### src/rtl/pira_pkg.sv
// Package with constants and carriers for the process image register access block
package pira_pkg;

  // ==========================================================================
  // Image layout
  // ==========================================================================
  localparam int unsigned CTRL_BYTE_OFS = 0;    // Control byte position in output image
  localparam int unsigned STATUS_BYTE_OFS = 0;  // Status byte position in input image
  localparam int unsigned DATA_HI_BYTE = 1;     // First data byte carries the high byte
  localparam int unsigned DATA_LO_BYTE = 2;     // Second data byte carries the low byte
  localparam int unsigned MODE_BIT = 7;         // Register mode bit of control and status
  localparam int unsigned DIR_BIT = 6;          // Direction bit, one means write
  localparam int unsigned IDX_MSB = 5;          // Top bit of the register index field
  localparam int unsigned IDX_W = 6;
  localparam int unsigned DATA_W = 16;
  localparam int unsigned REG_COUNT = 64;

  // ==========================================================================
  // Register areas and special registers
  // ==========================================================================
  localparam logic [5:0] RAM_LAST_IDX = 6'h07;
  localparam logic [5:0] ROM_FIRST_IDX = 6'h08;
  localparam logic [5:0] ROM_LAST_IDX = 6'h0f;
  localparam logic [5:0] TYPE_IDX = 6'h08;
  localparam logic [5:0] VERSION_IDX = 6'h09;
  localparam logic [5:0] MFR_FIRST_IDX = 6'h10;
  localparam logic [5:0] MFR_LAST_IDX = 6'h1e;
  localparam logic [5:0] CODE_WORD_IDX = 6'h1f;
  localparam logic [5:0] FEATURE_IDX = 6'h20;
  localparam logic [5:0] USER_LAST_IDX = 6'h2f;
  localparam logic [15:0] CODE_WORD = 16'h1235;
  localparam logic [15:0] ZERO_WORD = 16'h0000;
  localparam logic [7:0] ZERO_BYTE = 8'h00;

  // ==========================================================================
  // Carriers
  // ==========================================================================
  typedef struct packed {
    logic [7:0] ctrl;
    logic [15:0] data;
  } pira_out_img_t;

  typedef struct packed {
    logic [7:0] status;
    logic [15:0] data;
  } pira_in_img_t;

  typedef enum logic [1:0] {
    AREA_RAM,
    AREA_ROM,
    AREA_GUARDED,
    AREA_FREE
  } pira_area_t;

  // Classifies a register index into its access area
  function automatic pira_area_t area_of(input logic [5:0] idx);
    pira_area_t a;
    a = AREA_FREE;
    if (idx <= RAM_LAST_IDX) begin
      a = AREA_RAM;
    end else if (idx <= ROM_LAST_IDX) begin
      a = AREA_ROM;
    end else if (idx <= USER_LAST_IDX && idx != CODE_WORD_IDX) begin
      a = AREA_GUARDED;
    end
    return a;
  endfunction

endpackage

### src/rtl/pira_reg_store.sv
// Word store for the 64 register locations with one write and two read ports
`timescale 1ns/1ps
module pira_reg_store #(
  parameter int unsigned DEPTH = 64,
  parameter int unsigned WIDTH = 16,
  parameter int unsigned AW = 6
) (
  input wire logic sys_clk,
  input wire logic wr_en,
  input wire logic [AW-1:0] wr_idx,
  input wire logic [WIDTH-1:0] wr_data,
  input wire logic [AW-1:0] rd_idx,
  output logic [WIDTH-1:0] rd_data,
  input wire logic [AW-1:0] peek_idx,
  output logic [WIDTH-1:0] peek_data
);

  // ==========================================================================
  // Storage
  // ==========================================================================
  // Contents survive the logic reset, like the retained parameter memory
  // Cleared once at load time by the declaration, so only the write port drives it
  logic [WIDTH-1:0] mem [DEPTH] = '{default: '0};

  if (DEPTH != (1 << AW)) begin : g_chk
    $error("pira_reg_store: depth must equal two to the index width");
  end

  // Single write port
  always_ff @(posedge sys_clk) begin
    if (wr_en) begin
      mem[wr_idx] <= wr_data;
    end
  end

  // Two asynchronous read ports
  assign rd_data = mem[rd_idx];
  assign peek_data = mem[peek_idx];

endmodule

### src/rtl/pira_top.sv
// Register access through the cyclic process image of a fieldbus I/O module
//
// Operation
// - Control byte bit 7 set turns both data bytes into register access
// - Control bit 6 clear reads without change, set writes the data word
// - Control bits 5 to 0 select one of 64 registers
// - Status bit 7 acknowledges register mode, bits 5 to 0 echo the index
// - Data word is ignored on reads; master places write value there
// - Read result returned with high byte first, low byte second
// - Writing 0x1235 to the code word register lifts write protection
// - Writing any other value there restores protection at once
// - Feature register settings take effect only after the next power-on
// - Code word register reads the code when open, zero when protected
// - Registers 16 to 47, except 31, refuse writes unless the code word is held
`timescale 1ns/1ps
module pira_top #(
  parameter logic [15:0] TYPE_CODE = 16'h0abc,    // Arbitrary identity value
  parameter logic [15:0] VERSION_CODE = 16'h3130, // Arbitrary version value
  parameter int unsigned REG_COUNT = pira_pkg::REG_COUNT,
  parameter int unsigned DATA_W = pira_pkg::DATA_W
) (
  input wire logic sys_clk,
  input wire logic rst_n,
  input wire logic exch_strobe,
  input wire pira_pkg::pira_out_img_t out_img,
  input wire logic [15:0] proc_in_data,
  input wire logic [6:0] proc_in_status,
  output pira_pkg::pira_in_img_t in_img,
  output logic in_img_valid,
  output logic [15:0] proc_out_data,
  output logic [6:0] proc_out_ctrl,
  output logic [15:0] feature_mode,
  output logic write_open,
  output logic write_refused
);

  // ==========================================================================
  // Elaboration checks
  // ==========================================================================
  if (REG_COUNT != pira_pkg::REG_COUNT) begin : g_chk_count
    $error("pira_top: register count must be 64");
  end
  if (DATA_W != pira_pkg::DATA_W) begin : g_chk_width
    $error("pira_top: data word must be 16 bits");
  end

  // ==========================================================================
  // Sequencer states
  // ==========================================================================
  typedef enum logic [1:0] {
    ST_IDLE,
    ST_DECODE,
    ST_REPLY,
    ST_BOOT
  } pira_state_t;

  pira_state_t state_q;
  pira_state_t state_d;

  // ==========================================================================
  // Request capture
  // ==========================================================================
  pira_pkg::pira_out_img_t req_q;
  pira_pkg::pira_out_img_t req_d;

  // Control byte fields of the held request
  wire logic reg_mode;
  wire logic is_write;
  wire logic [5:0] req_idx;
  wire logic [15:0] req_word;

  assign reg_mode = req_q.ctrl[pira_pkg::MODE_BIT];
  assign is_write = req_q.ctrl[pira_pkg::DIR_BIT];
  assign req_idx = req_q.ctrl[pira_pkg::IDX_MSB:0];
  assign req_word = req_q.data;

  // ==========================================================================
  // Protection state and boot-time feature capture
  // ==========================================================================
  logic open_q;
  logic open_d;
  logic [15:0] feature_q;
  logic [15:0] feature_d;

  // ==========================================================================
  // Answer registers
  // ==========================================================================
  pira_pkg::pira_in_img_t ans_q;
  pira_pkg::pira_in_img_t ans_d;
  logic ans_valid_q;
  logic ans_valid_d;
  logic refused_q;
  logic refused_d;
  logic [15:0] pout_q;
  logic [15:0] pout_d;
  logic [6:0] pctrl_q;
  logic [6:0] pctrl_d;

  // ==========================================================================
  // Register store
  // ==========================================================================
  wire logic [15:0] store_rd;
  wire logic [15:0] store_feature;
  wire logic store_wr;

  pira_reg_store #(
    .DEPTH(REG_COUNT),
    .WIDTH(DATA_W),
    .AW(pira_pkg::IDX_W)
  ) u_store (
    .sys_clk(sys_clk),
    .wr_en(store_wr),
    .wr_idx(req_idx),
    .wr_data(req_word),
    .rd_idx(req_idx),
    .rd_data(store_rd),
    .peek_idx(pira_pkg::FEATURE_IDX),
    .peek_data(store_feature)
  );

  // ==========================================================================
  // Access decode
  // ==========================================================================
  wire pira_pkg::pira_area_t area;
  wire logic is_code_reg;
  wire logic in_decode;
  wire logic write_ok;
  wire logic write_denied;

  assign area = pira_pkg::area_of(req_idx);
  assign is_code_reg = (req_idx == pira_pkg::CODE_WORD_IDX);
  assign in_decode = (state_q == ST_DECODE) && reg_mode;

  // Guarded areas need the code word; the fixed area never takes writes
  assign write_ok = (area == pira_pkg::AREA_RAM) ||
                    (area == pira_pkg::AREA_FREE) ||
                    ((area == pira_pkg::AREA_GUARDED) && open_q);
  assign write_denied = in_decode && is_write && !is_code_reg && !write_ok;

  // The code word register itself lives in the protection flag, not the store
  assign store_wr = in_decode && is_write && !is_code_reg && write_ok;

  // ==========================================================================
  // Read value selection
  // ==========================================================================
  wire logic [15:0] fixed_word;
  wire logic [15:0] code_readback;
  wire logic [15:0] read_word;

  // Fixed identity words in the read-only area
  assign fixed_word = (req_idx == pira_pkg::TYPE_IDX) ? TYPE_CODE :
                      (req_idx == pira_pkg::VERSION_IDX) ? VERSION_CODE :
                      pira_pkg::ZERO_WORD;

  // Code word reads back only while protection is off
  assign code_readback = open_q ? pira_pkg::CODE_WORD : pira_pkg::ZERO_WORD;

  assign read_word = is_code_reg ? code_readback :
                     (area == pira_pkg::AREA_ROM) ? fixed_word :
                     store_rd;

  // ==========================================================================
  // Reply value selection
  // ==========================================================================
  wire logic [15:0] next_code_readback;
  wire logic [15:0] write_reply;
  wire logic [15:0] reg_reply;
  wire logic [7:0] reg_status;
  wire logic [7:0] proc_status;

  // After a write the reply shows what the register now holds
  assign next_code_readback = (req_word == pira_pkg::CODE_WORD) ?
                              pira_pkg::CODE_WORD : pira_pkg::ZERO_WORD;
  assign write_reply = is_code_reg ? next_code_readback :
                       write_ok ? req_word : read_word;

  // Read ignores the output data word entirely
  assign reg_reply = is_write ? write_reply : read_word;

  // Acknowledge bit, read bit clear, echoed index
  assign reg_status = {1'b1, 1'b0, req_idx};

  // Process status with the mode bit held clear
  assign proc_status = {1'b0, proc_in_status};

  // ==========================================================================
  // Next state and data
  // ==========================================================================
  always_comb begin
    state_d = state_q;
    req_d = req_q;
    open_d = open_q;
    feature_d = feature_q;
    ans_d = ans_q;
    ans_valid_d = 1'b0;
    refused_d = 1'b0;
    pout_d = pout_q;
    pctrl_d = pctrl_q;
    case (state_q)
      ST_BOOT: begin
        // Feature setting is latched only once after power-on
        feature_d = store_feature;
        state_d = ST_IDLE;
      end
      ST_IDLE: begin
        if (exch_strobe) begin
          req_d = out_img;
          state_d = ST_DECODE;
        end
      end
      ST_DECODE: begin
        if (reg_mode) begin
          if (is_write && is_code_reg) begin
            // Only the exact code word opens; anything else closes at once
            open_d = (req_word == pira_pkg::CODE_WORD);
          end
          refused_d = write_denied;
          ans_d.status = reg_status;
          ans_d.data = reg_reply;
        end else begin
          // Process data passes both ways while register mode is off
          pout_d = req_word;
          pctrl_d = req_q.ctrl[6:0];
          ans_d.status = proc_status;
          ans_d.data = proc_in_data;
        end
        state_d = ST_REPLY;
      end
      ST_REPLY: begin
        ans_valid_d = 1'b1;
        state_d = ST_IDLE;
      end
      default: begin
        state_d = ST_IDLE;
      end
    endcase
  end

  // ==========================================================================
  // State registers
  // ==========================================================================
  // Sequencer and request hold
  always_ff @(posedge sys_clk) begin
    if (!rst_n) begin
      state_q <= ST_BOOT;
      req_q <= '0;
    end else begin
      state_q <= state_d;
      req_q <= req_d;
    end
  end

  // Protection comes up active after every power-on
  always_ff @(posedge sys_clk) begin
    if (!rst_n) begin
      open_q <= 1'b0;
      feature_q <= pira_pkg::ZERO_WORD;
    end else begin
      open_q <= open_d;
      feature_q <= feature_d;
    end
  end

  // Answer image and its strobe
  always_ff @(posedge sys_clk) begin
    if (!rst_n) begin
      ans_q <= '0;
      ans_valid_q <= 1'b0;
      refused_q <= 1'b0;
    end else begin
      ans_q <= ans_d;
      ans_valid_q <= ans_valid_d;
      refused_q <= refused_d;
    end
  end

  // Process outputs hold through register mode exchanges
  always_ff @(posedge sys_clk) begin
    if (!rst_n) begin
      pout_q <= pira_pkg::ZERO_WORD;
      pctrl_q <= '0;
    end else begin
      pout_q <= pout_d;
      pctrl_q <= pctrl_d;
    end
  end

  // ==========================================================================
  // Outputs
  // ==========================================================================
  assign in_img = ans_q;
  assign in_img_valid = ans_valid_q;
  assign proc_out_data = pout_q;
  assign proc_out_ctrl = pctrl_q;
  assign feature_mode = feature_q;
  assign write_open = open_q;
  assign write_refused = refused_q;

endmodule

### config.mk
export PLATFORM = sky130hd
export DESIGN_NAME = pira_top
export DESIGN_NICKNAME = d
export VERILOG_FILES = /design/src/rtl/pira_pkg.sv /design/src/rtl/pira_reg_store.sv /design/src/rtl/pira_top.sv
export SDC_FILE = /design/constraint.sdc
export NUM_CORES = 1
export LEC_CHECK = 0
export ABC_AREA = 0
export BUFFER_PORTS_ARGS = -buffer_cell sky130_fd_sc_hd__buf_2
export CAP_MARGIN = 15
export CORE_MARGIN = 4
export CORE_UTILIZATION = 40
export CTS_CLUSTER_SIZE = 25
export DETAILED_ROUTE_END_ITERATION = 7
export PLACE_DENSITY_LB_ADDON = 0.2
export SLEW_MARGIN = 10
export SYNTH_ARGS = -nofsm -noshare
export SYNTH_HDL_FRONTEND = slang
export SYNTH_HIERARCHICAL = 1
export SYNTH_SLANG_ARGS = --single-unit
export TNS_END_PERCENT = 20
### constraint.sdc
create_clock -name sys_clk -period 3.29 [get_ports sys_clk]
set_input_delay 0 -clock sys_clk [delete_from_list [all_inputs] [get_ports sys_clk]]
set_output_delay 0 -clock sys_clk [all_outputs]
set_load 0.01 [all_outputs]
==> results by group, run 1 <==
STA
  – RSZ-0062 raised after global routing: no
  – Tmin final: around 3300 ps
  – Final worst-path cycle share: ~100%
  – Final setup viols: 0
  – Setup Skew: around 70 ps
  – Worst-margin pin slew: 1240 ps
  – Fin Hold WS: 82.0 ps
  – Fmax achieved: between 300 and 400 MHz
  – Hold Vio Cnt, Final: 0
  – Max-slew violations: 0
  – Relative slew slack: between 10% and 20%

Placement
  – GPL Wtd Cong: 0.937
  – Port Buffers: ~120
  – DP HPWL: approximately 110000 um
  – Placed cell area: around 57000 sq um
  – Total placed cells including tap cells: between 4000 and 5000

Yosys
  – Yosys reg bits: 1116
  – Sequential fraction of the synthesis area: 62.4%
  – Async SR Flop Fraction: 0%
  – Ys Warns: 6
  – Synth area leaders: edfxtp_1, mux4_2, dfxtp_1, mux2_2, mux2i_1
  – Netlist Area Pre-Place: roughly 52000 sq um
  – Post-synth EDFFs: just over 1000
  – Netlist cell types: 62
  – Yosys top cell area share: around three fifths
  – Syn_area_per_cell: roughly 17 sq um
  – Primary FF master, synth: edfxtp_1
  – Post-Syn Instances: approximately 3100
  – Cell taking the most area after synthesis: edfxtp_1

Detailed routing
  – WL/cell: approximately 33 um
  – Residual DRC: 0
  – Vias: roughly 33000
  – DR vias/cell: 6.30
  – Drt first pass iters: 7
  – 1st-iter DRT viols: a little over 4000
  – Post-route ant nets: 0
  – Drt total wl: approximately 180000 um

CTS
  – Worst-path clk slew: around 60 ps
  – CTS H-Tree Depth: 3
  – Root Driver: clkbuf_16
  – CTS tree: built
  – Clk buf depth: 3
  – Cts bufs inserted: approximately 120
  – Clk_lat worst skew: between 700 and 800 ps
  – Clock Sinks: roughly 1100

Global routing
  – Gr ovfl total: 0
  – Vias in the first global route: around 33000
  – Global Route met1 Usage: about 36%
  – GR Util All Layers: 25.6%
  – Routing usage on met2: slightly below 40%
  – Largest net degree at the start of global routing: ~280
  – Initial antenna violation count: 7
  – GRT busiest layer: met2
  – Met3 global-route usage: 5.38%
  – First-pass GRT wire length: roughly 250000 um

Layout
  – Finished Layout Cells: roughly 5300
  – NumNets Final: 3495
  – Fin util: between 40% and 50%
  – Layout cells sized above 1: between 30% and 40%
  – Fin area: about 61000 sq um
  – Area Growth Syn to Fin: 17.8%

Worst setup path
  – Cell family with most CP delay: compound AO/OA/AOI/OAI gates
  – Setup crit end kind: flip-flop
  – Startpoint class of the critical path: flip-flop
  – Crit path DAT: between 3000 and 4000 ps
  – Slowest stage delay, CP: slightly above 500 ps
  – CP required: 3910 ps
  – Cells along the critical path: buf_4, buf_4, mux4_2, o22ai_1, a211oi_1, buf_4, a211oi_1, nor4_2, o31ai_1, o311ai_1, a31oi_1, o32ai_1
  – Top cell by count, worst path: buf_4
  – Buf/Inv on CP: 3
  – Worst path slowest cell: mux4_2
  – Critical path type: flip-flop to flip-flop
  – Largest fanout on the critical path: 11

Outcome
  – Outcome: complete, no violations

Run
  – Max Cap Viol: 0

Floorplan
  – Die H: approximately 370 um
  – Chip Width: ~370 um
  – Effective utilization at floorplan: 40.3%
  – Die Area: about 140000 sq um
  – Num rows: about 130
  – I/O Pins: between 100 and 150
  – Core area: 130000 sq um

Power and ir drop
  – Total power: approximately 30 mW
  – Leak: between 15 and 20 nW
  – Power per cell area: 492 nW/um^2
  – Maximum vdd drop: around 0.47 mV

Worst hold path
  – HP Class: input pin to flip-flop
worst paths after layout:
check                            startpoint                             end  slack, ps  depth (start not counted)
min reg2reg  proc_out_data[10]$_SDFFE_PN0P_  proc_out_data[10]$_SDFFE_PN0P_        460                          2
min                       proc_in_status[6]         in_img[22]$_SDFFE_PN0P_         80                          4
max reg2reg      reg_status[1]$_SDFFE_PN0P_          in_img[2]$_SDFFE_PN0P_         10                         12
max              reg_status[1]$_SDFFE_PN0P_          in_img[2]$_SDFFE_PN0P_         10                         12
cell usage after synthesis, types with 7 or more instances:
cell      instances
nand2_1         229
edfxtp_1       1024
mux4_2          407
and3_1           11
clkbuf_1         84
nand3b_1          7
nor2b_1          11
a311oi_1         28
o21ai_1          18
o21ai_0          33
a221o_1           8
buf_2            71
nor4_1           25
a31oi_1          27
o221ai_1          8
buf_1            16
buf_6            20
dfxtp_1          92
nor3b_1          17
mux4_1            9
a221oi_1         26
mux2_2          153
mux2i_1         160
o22ai_1          74
buf_4            52
nor2_1          111
nand2b_1         14
a211oi_1        102
a21oi_1         131
a22oi_1          24
what timing repair did:
item,in CTS,in global routing
endpoints found under the setup margin,4,196
hold buffers,88,0
resized for setup,5,22
endpoints found under the hold margin,57,0
cloned,0,1
setup buffers,0,8
layout make-up:
type | instances | area, sq um
Clock inverter | 65 | 571
Antenna cell | 4 | 10.0
Inverter | 6 | 22.5
Fill cell | 10900 | 68200
Timing Repair Buffer | 501 | 4700
Tap cell | 1742 | 2180
Multi-Input combinational cell | 1702 | 18300
Sequential cell | 1116 | 32600
Clock buffer | 148 | 3110
flip-flops by register name (all words and copies together) (netlist names), 2 cells and up:
| name | flops |
|---|---|
| req_word | 16 |
| in_img | 24 |
| feature_mode | 16 |
| proc_out_data | 16 |
| reg_status | 6 |
| proc_out_ctrl | 7 |
| u_store/mem | 1024 |
| state_q | 2 |
power by group:
| group | internal, mW | switching (mW) | leakage (nW) |
|---|---|---|---|
| registers | 15.4 | 0.0614 | 8.67 |
| logic | 0.745 | 1.25 | 7.03 |
| clock network | 7.09 | 5.72 | 1.79 |
| total | 23.3 | 7.03 | 17.5 |
through the flow:
stage / setup TNS, ps / setup WS, ps
2_1_floorplan: -882 / -55.1
4_1_cts: 0 / 5.67
5_1_grt: 0 / 6.82
3_5_place_dp: -317 / -287
6_report: 0 / 10.2
3_3_place_gp: -230 / -230
tightest hold or removal path: cells and delay by family:
family	cells	cell delay, ps
buffers and inverters	2	660
AND/OR/NAND/NOR	1	70
AO/OA/AOI/OAI	1	60
logic make-up after synthesis:
logic type             count (synthesis)  synth area share, %
AO/OA/AOI/OAI                        493                 6.21
buffers and inverters                261                 2.91
flip-flops                          1116                 62.4
other                                  2               0.0144
AND/OR/NAND/NOR                      465                 4.03
XOR/XNOR                               1               0.0168
multiplexers                         729                 24.4
placed cells by master (no fill, tap or decap), types with 28 or more instances in the layout:
| master | Yosys | layout |
|---|---|---|
| edfxtp_1 | 1024 | 1024 |
| nor2_1 | 111 | 102 |
| buf_12 | 3 | 73 |
| a211oi_1 | 102 | 99 |
| mux2_2 | 153 | 153 |
| dlygate4sd3_1 | 0 | 88 |
| a21oi_1 | 131 | 131 |
| mux4_2 | 407 | 407 |
| buf_4 | 52 | 216 |
| o21ai_0 | 33 | 33 |
| clkbuf_1 | 84 | 28 |
| buf_2 | 71 | 115 |
| nand2_1 | 229 | 229 |
| dfxtp_1 | 92 | 71 |
| o22ai_1 | 74 | 74 |
| mux2i_1 | 160 | 159 |
| clkbuf_16 | 0 | 121 |
metal layers:
layer,routed length (um),vias to the layer above
li1,-,13500
met4,8210,2
met1,71400,17700
met5,13,-
met3,16100,347
met2,80900,1796
Power figures use the tool's default switching activity.
==> run 2, diff against run 1 <==
==> constraint.sdc (replaced) <==
create_clock -name sys_clk -period 3.7 [get_ports sys_clk]
set_input_delay 0 -clock sys_clk [delete_from_list [all_inputs] [get_ports sys_clk]]
set_output_delay 0 -clock sys_clk [all_outputs]
set_load 0.01 [all_outputs]
==> results by group, run 2 (same netlist as run 1, synthesis figures left out) <==
Outcome
  – Outcome: complete, but fails checks
  – Failing checks: slew limit

Worst setup path
  – Largest fanout on the critical path: 29 (+18)
  – Setup crit end kind: flip-flop
  – Buf/Inv on CP: 3 (unchanged)
  – Worst path slowest cell: a211oi_1
  – Critical path type: flip-flop to flip-flop
  – Crit path DAT: 4180 ps (+280 ps)
  – Top cell by count, worst path: buf_4
  – Reg2Reg Depth: 9 (-3)
  – Setup crit start: reg_status[2]$_SDFFE_PN0P_
  – Reg-to-Reg End: in_img[14]$_SDFFE_PN0P_
  – Slowest stage delay, CP: 740 ps (+230 ps)
  – Cells along the critical path: buf_4, buf_4, mux4_2, mux2_2, a211oi_1, buf_4, nor4_1, o221ai_1, a21oi_1
  – Cell family with most CP delay: compound AO/OA/AOI/OAI gates
  – Worst reg2reg path startpoint: reg_status[2]$_SDFFE_PN0P_
  – Reg2Reg Setup Slack: 110 ps (+100 ps)
  – Startpoint class of the critical path: flip-flop
  – CP required: 4290 ps (+380 ps)

Layout
  – Layout cells sized above 1: 32.3% (-1.4 points)
  – Fin util: 46.1% (-1.3 points)
  – Commonest non-fill, non-tap cell in the layout: edfxtp_1
  – FF/Latch Area: 32600 sq um (about the same)
  – Fin area: 59800 sq um (-2.7%)
  – Max reg flops: 1024 (unchanged)
  – Finished Layout Cells: 5175 (-2.1%)
  – Most frequent cells in the layout: edfxtp_1, mux4_2, nand2_1, buf_4, mux2i_1
  – Area Growth Syn to Fin: 14.6%
  – Area of the multi-input gates: 18200 sq um (-0.21%)
  – Largest register by flop count: u_store/mem
  – NumNets Final: 3380 (-3.3%)
  – # fillers: 11000 (+1.6%)

Worst hold path
  – Hold_sp: exch_strobe
  – Hold path endpoint: reg_status[5]$_SDFFE_PN0P_
  – Hold path depth: 4 (unchanged)
  – HP Class: input pin to flip-flop

Floorplan
  – Die Area: 136000 sq um (unchanged)
  – I/O Pins: 116 (unchanged)
  – Core area: 130000 sq um (unchanged)
  – Num rows: 132 (unchanged)
  – Die H: 369 um (unchanged)
  – Chip Width: 369 um (unchanged)
  – Effective utilization at floorplan: 40.3% (unchanged)

Global routing
  – GR Util All Layers: 24.9% (-0.67 points)
  – Gr ovfl total: 0 (unchanged)
  – Vias in the first global route: 33100 (-0.62%)
  – Initial antenna violation count: 9 (+2)
  – Largest net degree at the start of global routing: 276 (unchanged)
  – First-pass GRT wire length: 244000 um (-2.2%)

STA
  – Max-slew violations: 2 (+2)
  – Relative slew slack: -13.1% (-31 points)
  – Hold Vio Cnt, Final: 0 (unchanged)
  – Fmax achieved: 279 MHz (-8.6%)
  – Final setup viols: 0 (unchanged)
  – RSZ-0062 raised after global routing: no
  – Tmin final: 3590 ps (+310 ps)
  – Setup Skew: 29.6 ps (-40.8 ps)
  – Worst-margin pin slew: 1690 ps (+451 ps)
  – Setup TNS: 0 ps (unchanged)
  – Final worst-path cycle share: 97.0% (-2.7 points)
  – Fin Hold WS: 75.0 ps (-7.06 ps)

Placement
  – Port Buffers: 115 (unchanged)
  – Total placed cells including tap cells: 4884 (-1.7%)
  – GPL Wtd Cong: 0.880 (-6.1%)
  – DP HPWL: 105000 um (-5.7%)
  – Placed cell area: 55300 sq um (-2.4%)

Detailed routing
  – WL/cell: 33.2 um (-0.59%)
  – 1st-iter DRT viols: 4051 (-1.4%)
  – Drt first pass iters: 5 (-2)
  – Vias: 32700 (-1.8%)
  – Drt total wl: 172000 um (-2.6%)
  – DR vias/cell: 6.32 (+0.23%)
  – Post-route ant nets: 0 (unchanged)
  – Residual DRC: 0 (unchanged)

Power and ir drop
  – Power per cell area: 451 nW/um^2 (-8.3%)
  – Clock Power Share: 42.9% (+0.6 points)
  – Int Power: 20.9 mW (-10%)
  – Maximum vdd drop: 0.376 mV (-20%)
  – Sequential group share of total power: 51.0% (about the same)
  – Leak: 16.8 nW (-4.0%)
  – Net switching power: 6.11 mW (-13%)
  – Comb pwr share: 6.2% (-0.4 points)
  – Sw frac: 22.6% (-0.58 points)

Run
  – Max Cap Viol: 0 (unchanged)

CTS
  – Clk buf depth: 3 (unchanged)
  – Root Driver: clkbuf_16
  – Postcts setup bufs: 0 (unchanged)
  – Clk_lat worst skew: 720 ps (-50 ps)
  – Clock Sinks: 1116 (unchanged)
  – CTS H-Tree Depth: 3 (unchanged)
  – Worst-path clk slew: 60 ps (about the same)
  – CTS tree: built
  – Cts bufs inserted: 119 (+0.85%)
[run 2: cell types whose count changed in the layout (fill, tap and decap cells not counted), sizes merged]
cell,before,now
buf,412,318
dlygate4sd3,88,67
clkbuf,149,158
bufinv,5,4
clkinv,56,55
clkinvlp,3,2
diode,4,3
inv,7,8
[run 2: area by class of cell]
type	count	share of cell area [%]
multi-input combinational	1702	30.5
inverter	6	0.0397
sequential	1116	54.5
clock buffer	158	5.57
clock inverter	63	0.755
timing repair buffer	385	4.95
tap	1742	3.64
antenna	3	0.0125
[run 2: worst register-to-register path, stage by stage (launching register included)]
cell,delay [ps]
dfxtp_4,710
buf_4,360
buf_4,260
mux4_2,330
mux2_2,300
a211oi_1,740
buf_4,250
nor4_1,70
o221ai_1,340
a21oi_1,110
[run 2: power groups by stage]
stage                     logic, mW  registers, mW  clock network [mW]
final                          1.66           13.8                11.6
after global routing           1.74           13.8                12.3
after CTS                      1.46           13.8                11.8
after detailed placement       1.41           14.0                   0
after global placement         1.40           14.0                   0
after floorplan               0.967           14.1                   0
[run 2: through the flow]
step | worst slack (ps) | power (mW)
after floorplan | 350 | 15.0
after global placement | 15.5 | 15.4
after detailed placement | 139 | 15.4
after CTS | 125 | 27.0
after global routing | 29.9 | 27.8
final | 110 | 27.0
[run 2: layer usage]
metal,GRT usage [%],share of wire [%],vias up
met3,5.32,9.9,373
li1,-,-,13300
met1,34.4,40,17200
met5,0,0.016,-
met2,38.9,46,1820
met4,9.46,4.3,4
[run 2: timing repair]
action | CTS | global route
hold buffers | 67 | 0
endpoints found under the setup margin | 0 | 1
resized for setup | 0 | 2
hold endpoints to repair | 56 | 0
[run 2: how the worst max path moves through the flow]
stage	depth (start not counted)	to	slack (ps)
CTS	9	in_img[14]$_SDFFE_PN0P_	120
detailed placement	9	in_img[14]$_SDFFE_PN0P_	140
global placement	11	in_img[5]$_SDFFE_PN0P_	20
finish	9	in_img[14]$_SDFFE_PN0P_	110
floorplan	8	u_store/mem[48][0]$_DFFE_PP_	350
global route	9	in_img[14]$_SDFFE_PN0P_	30
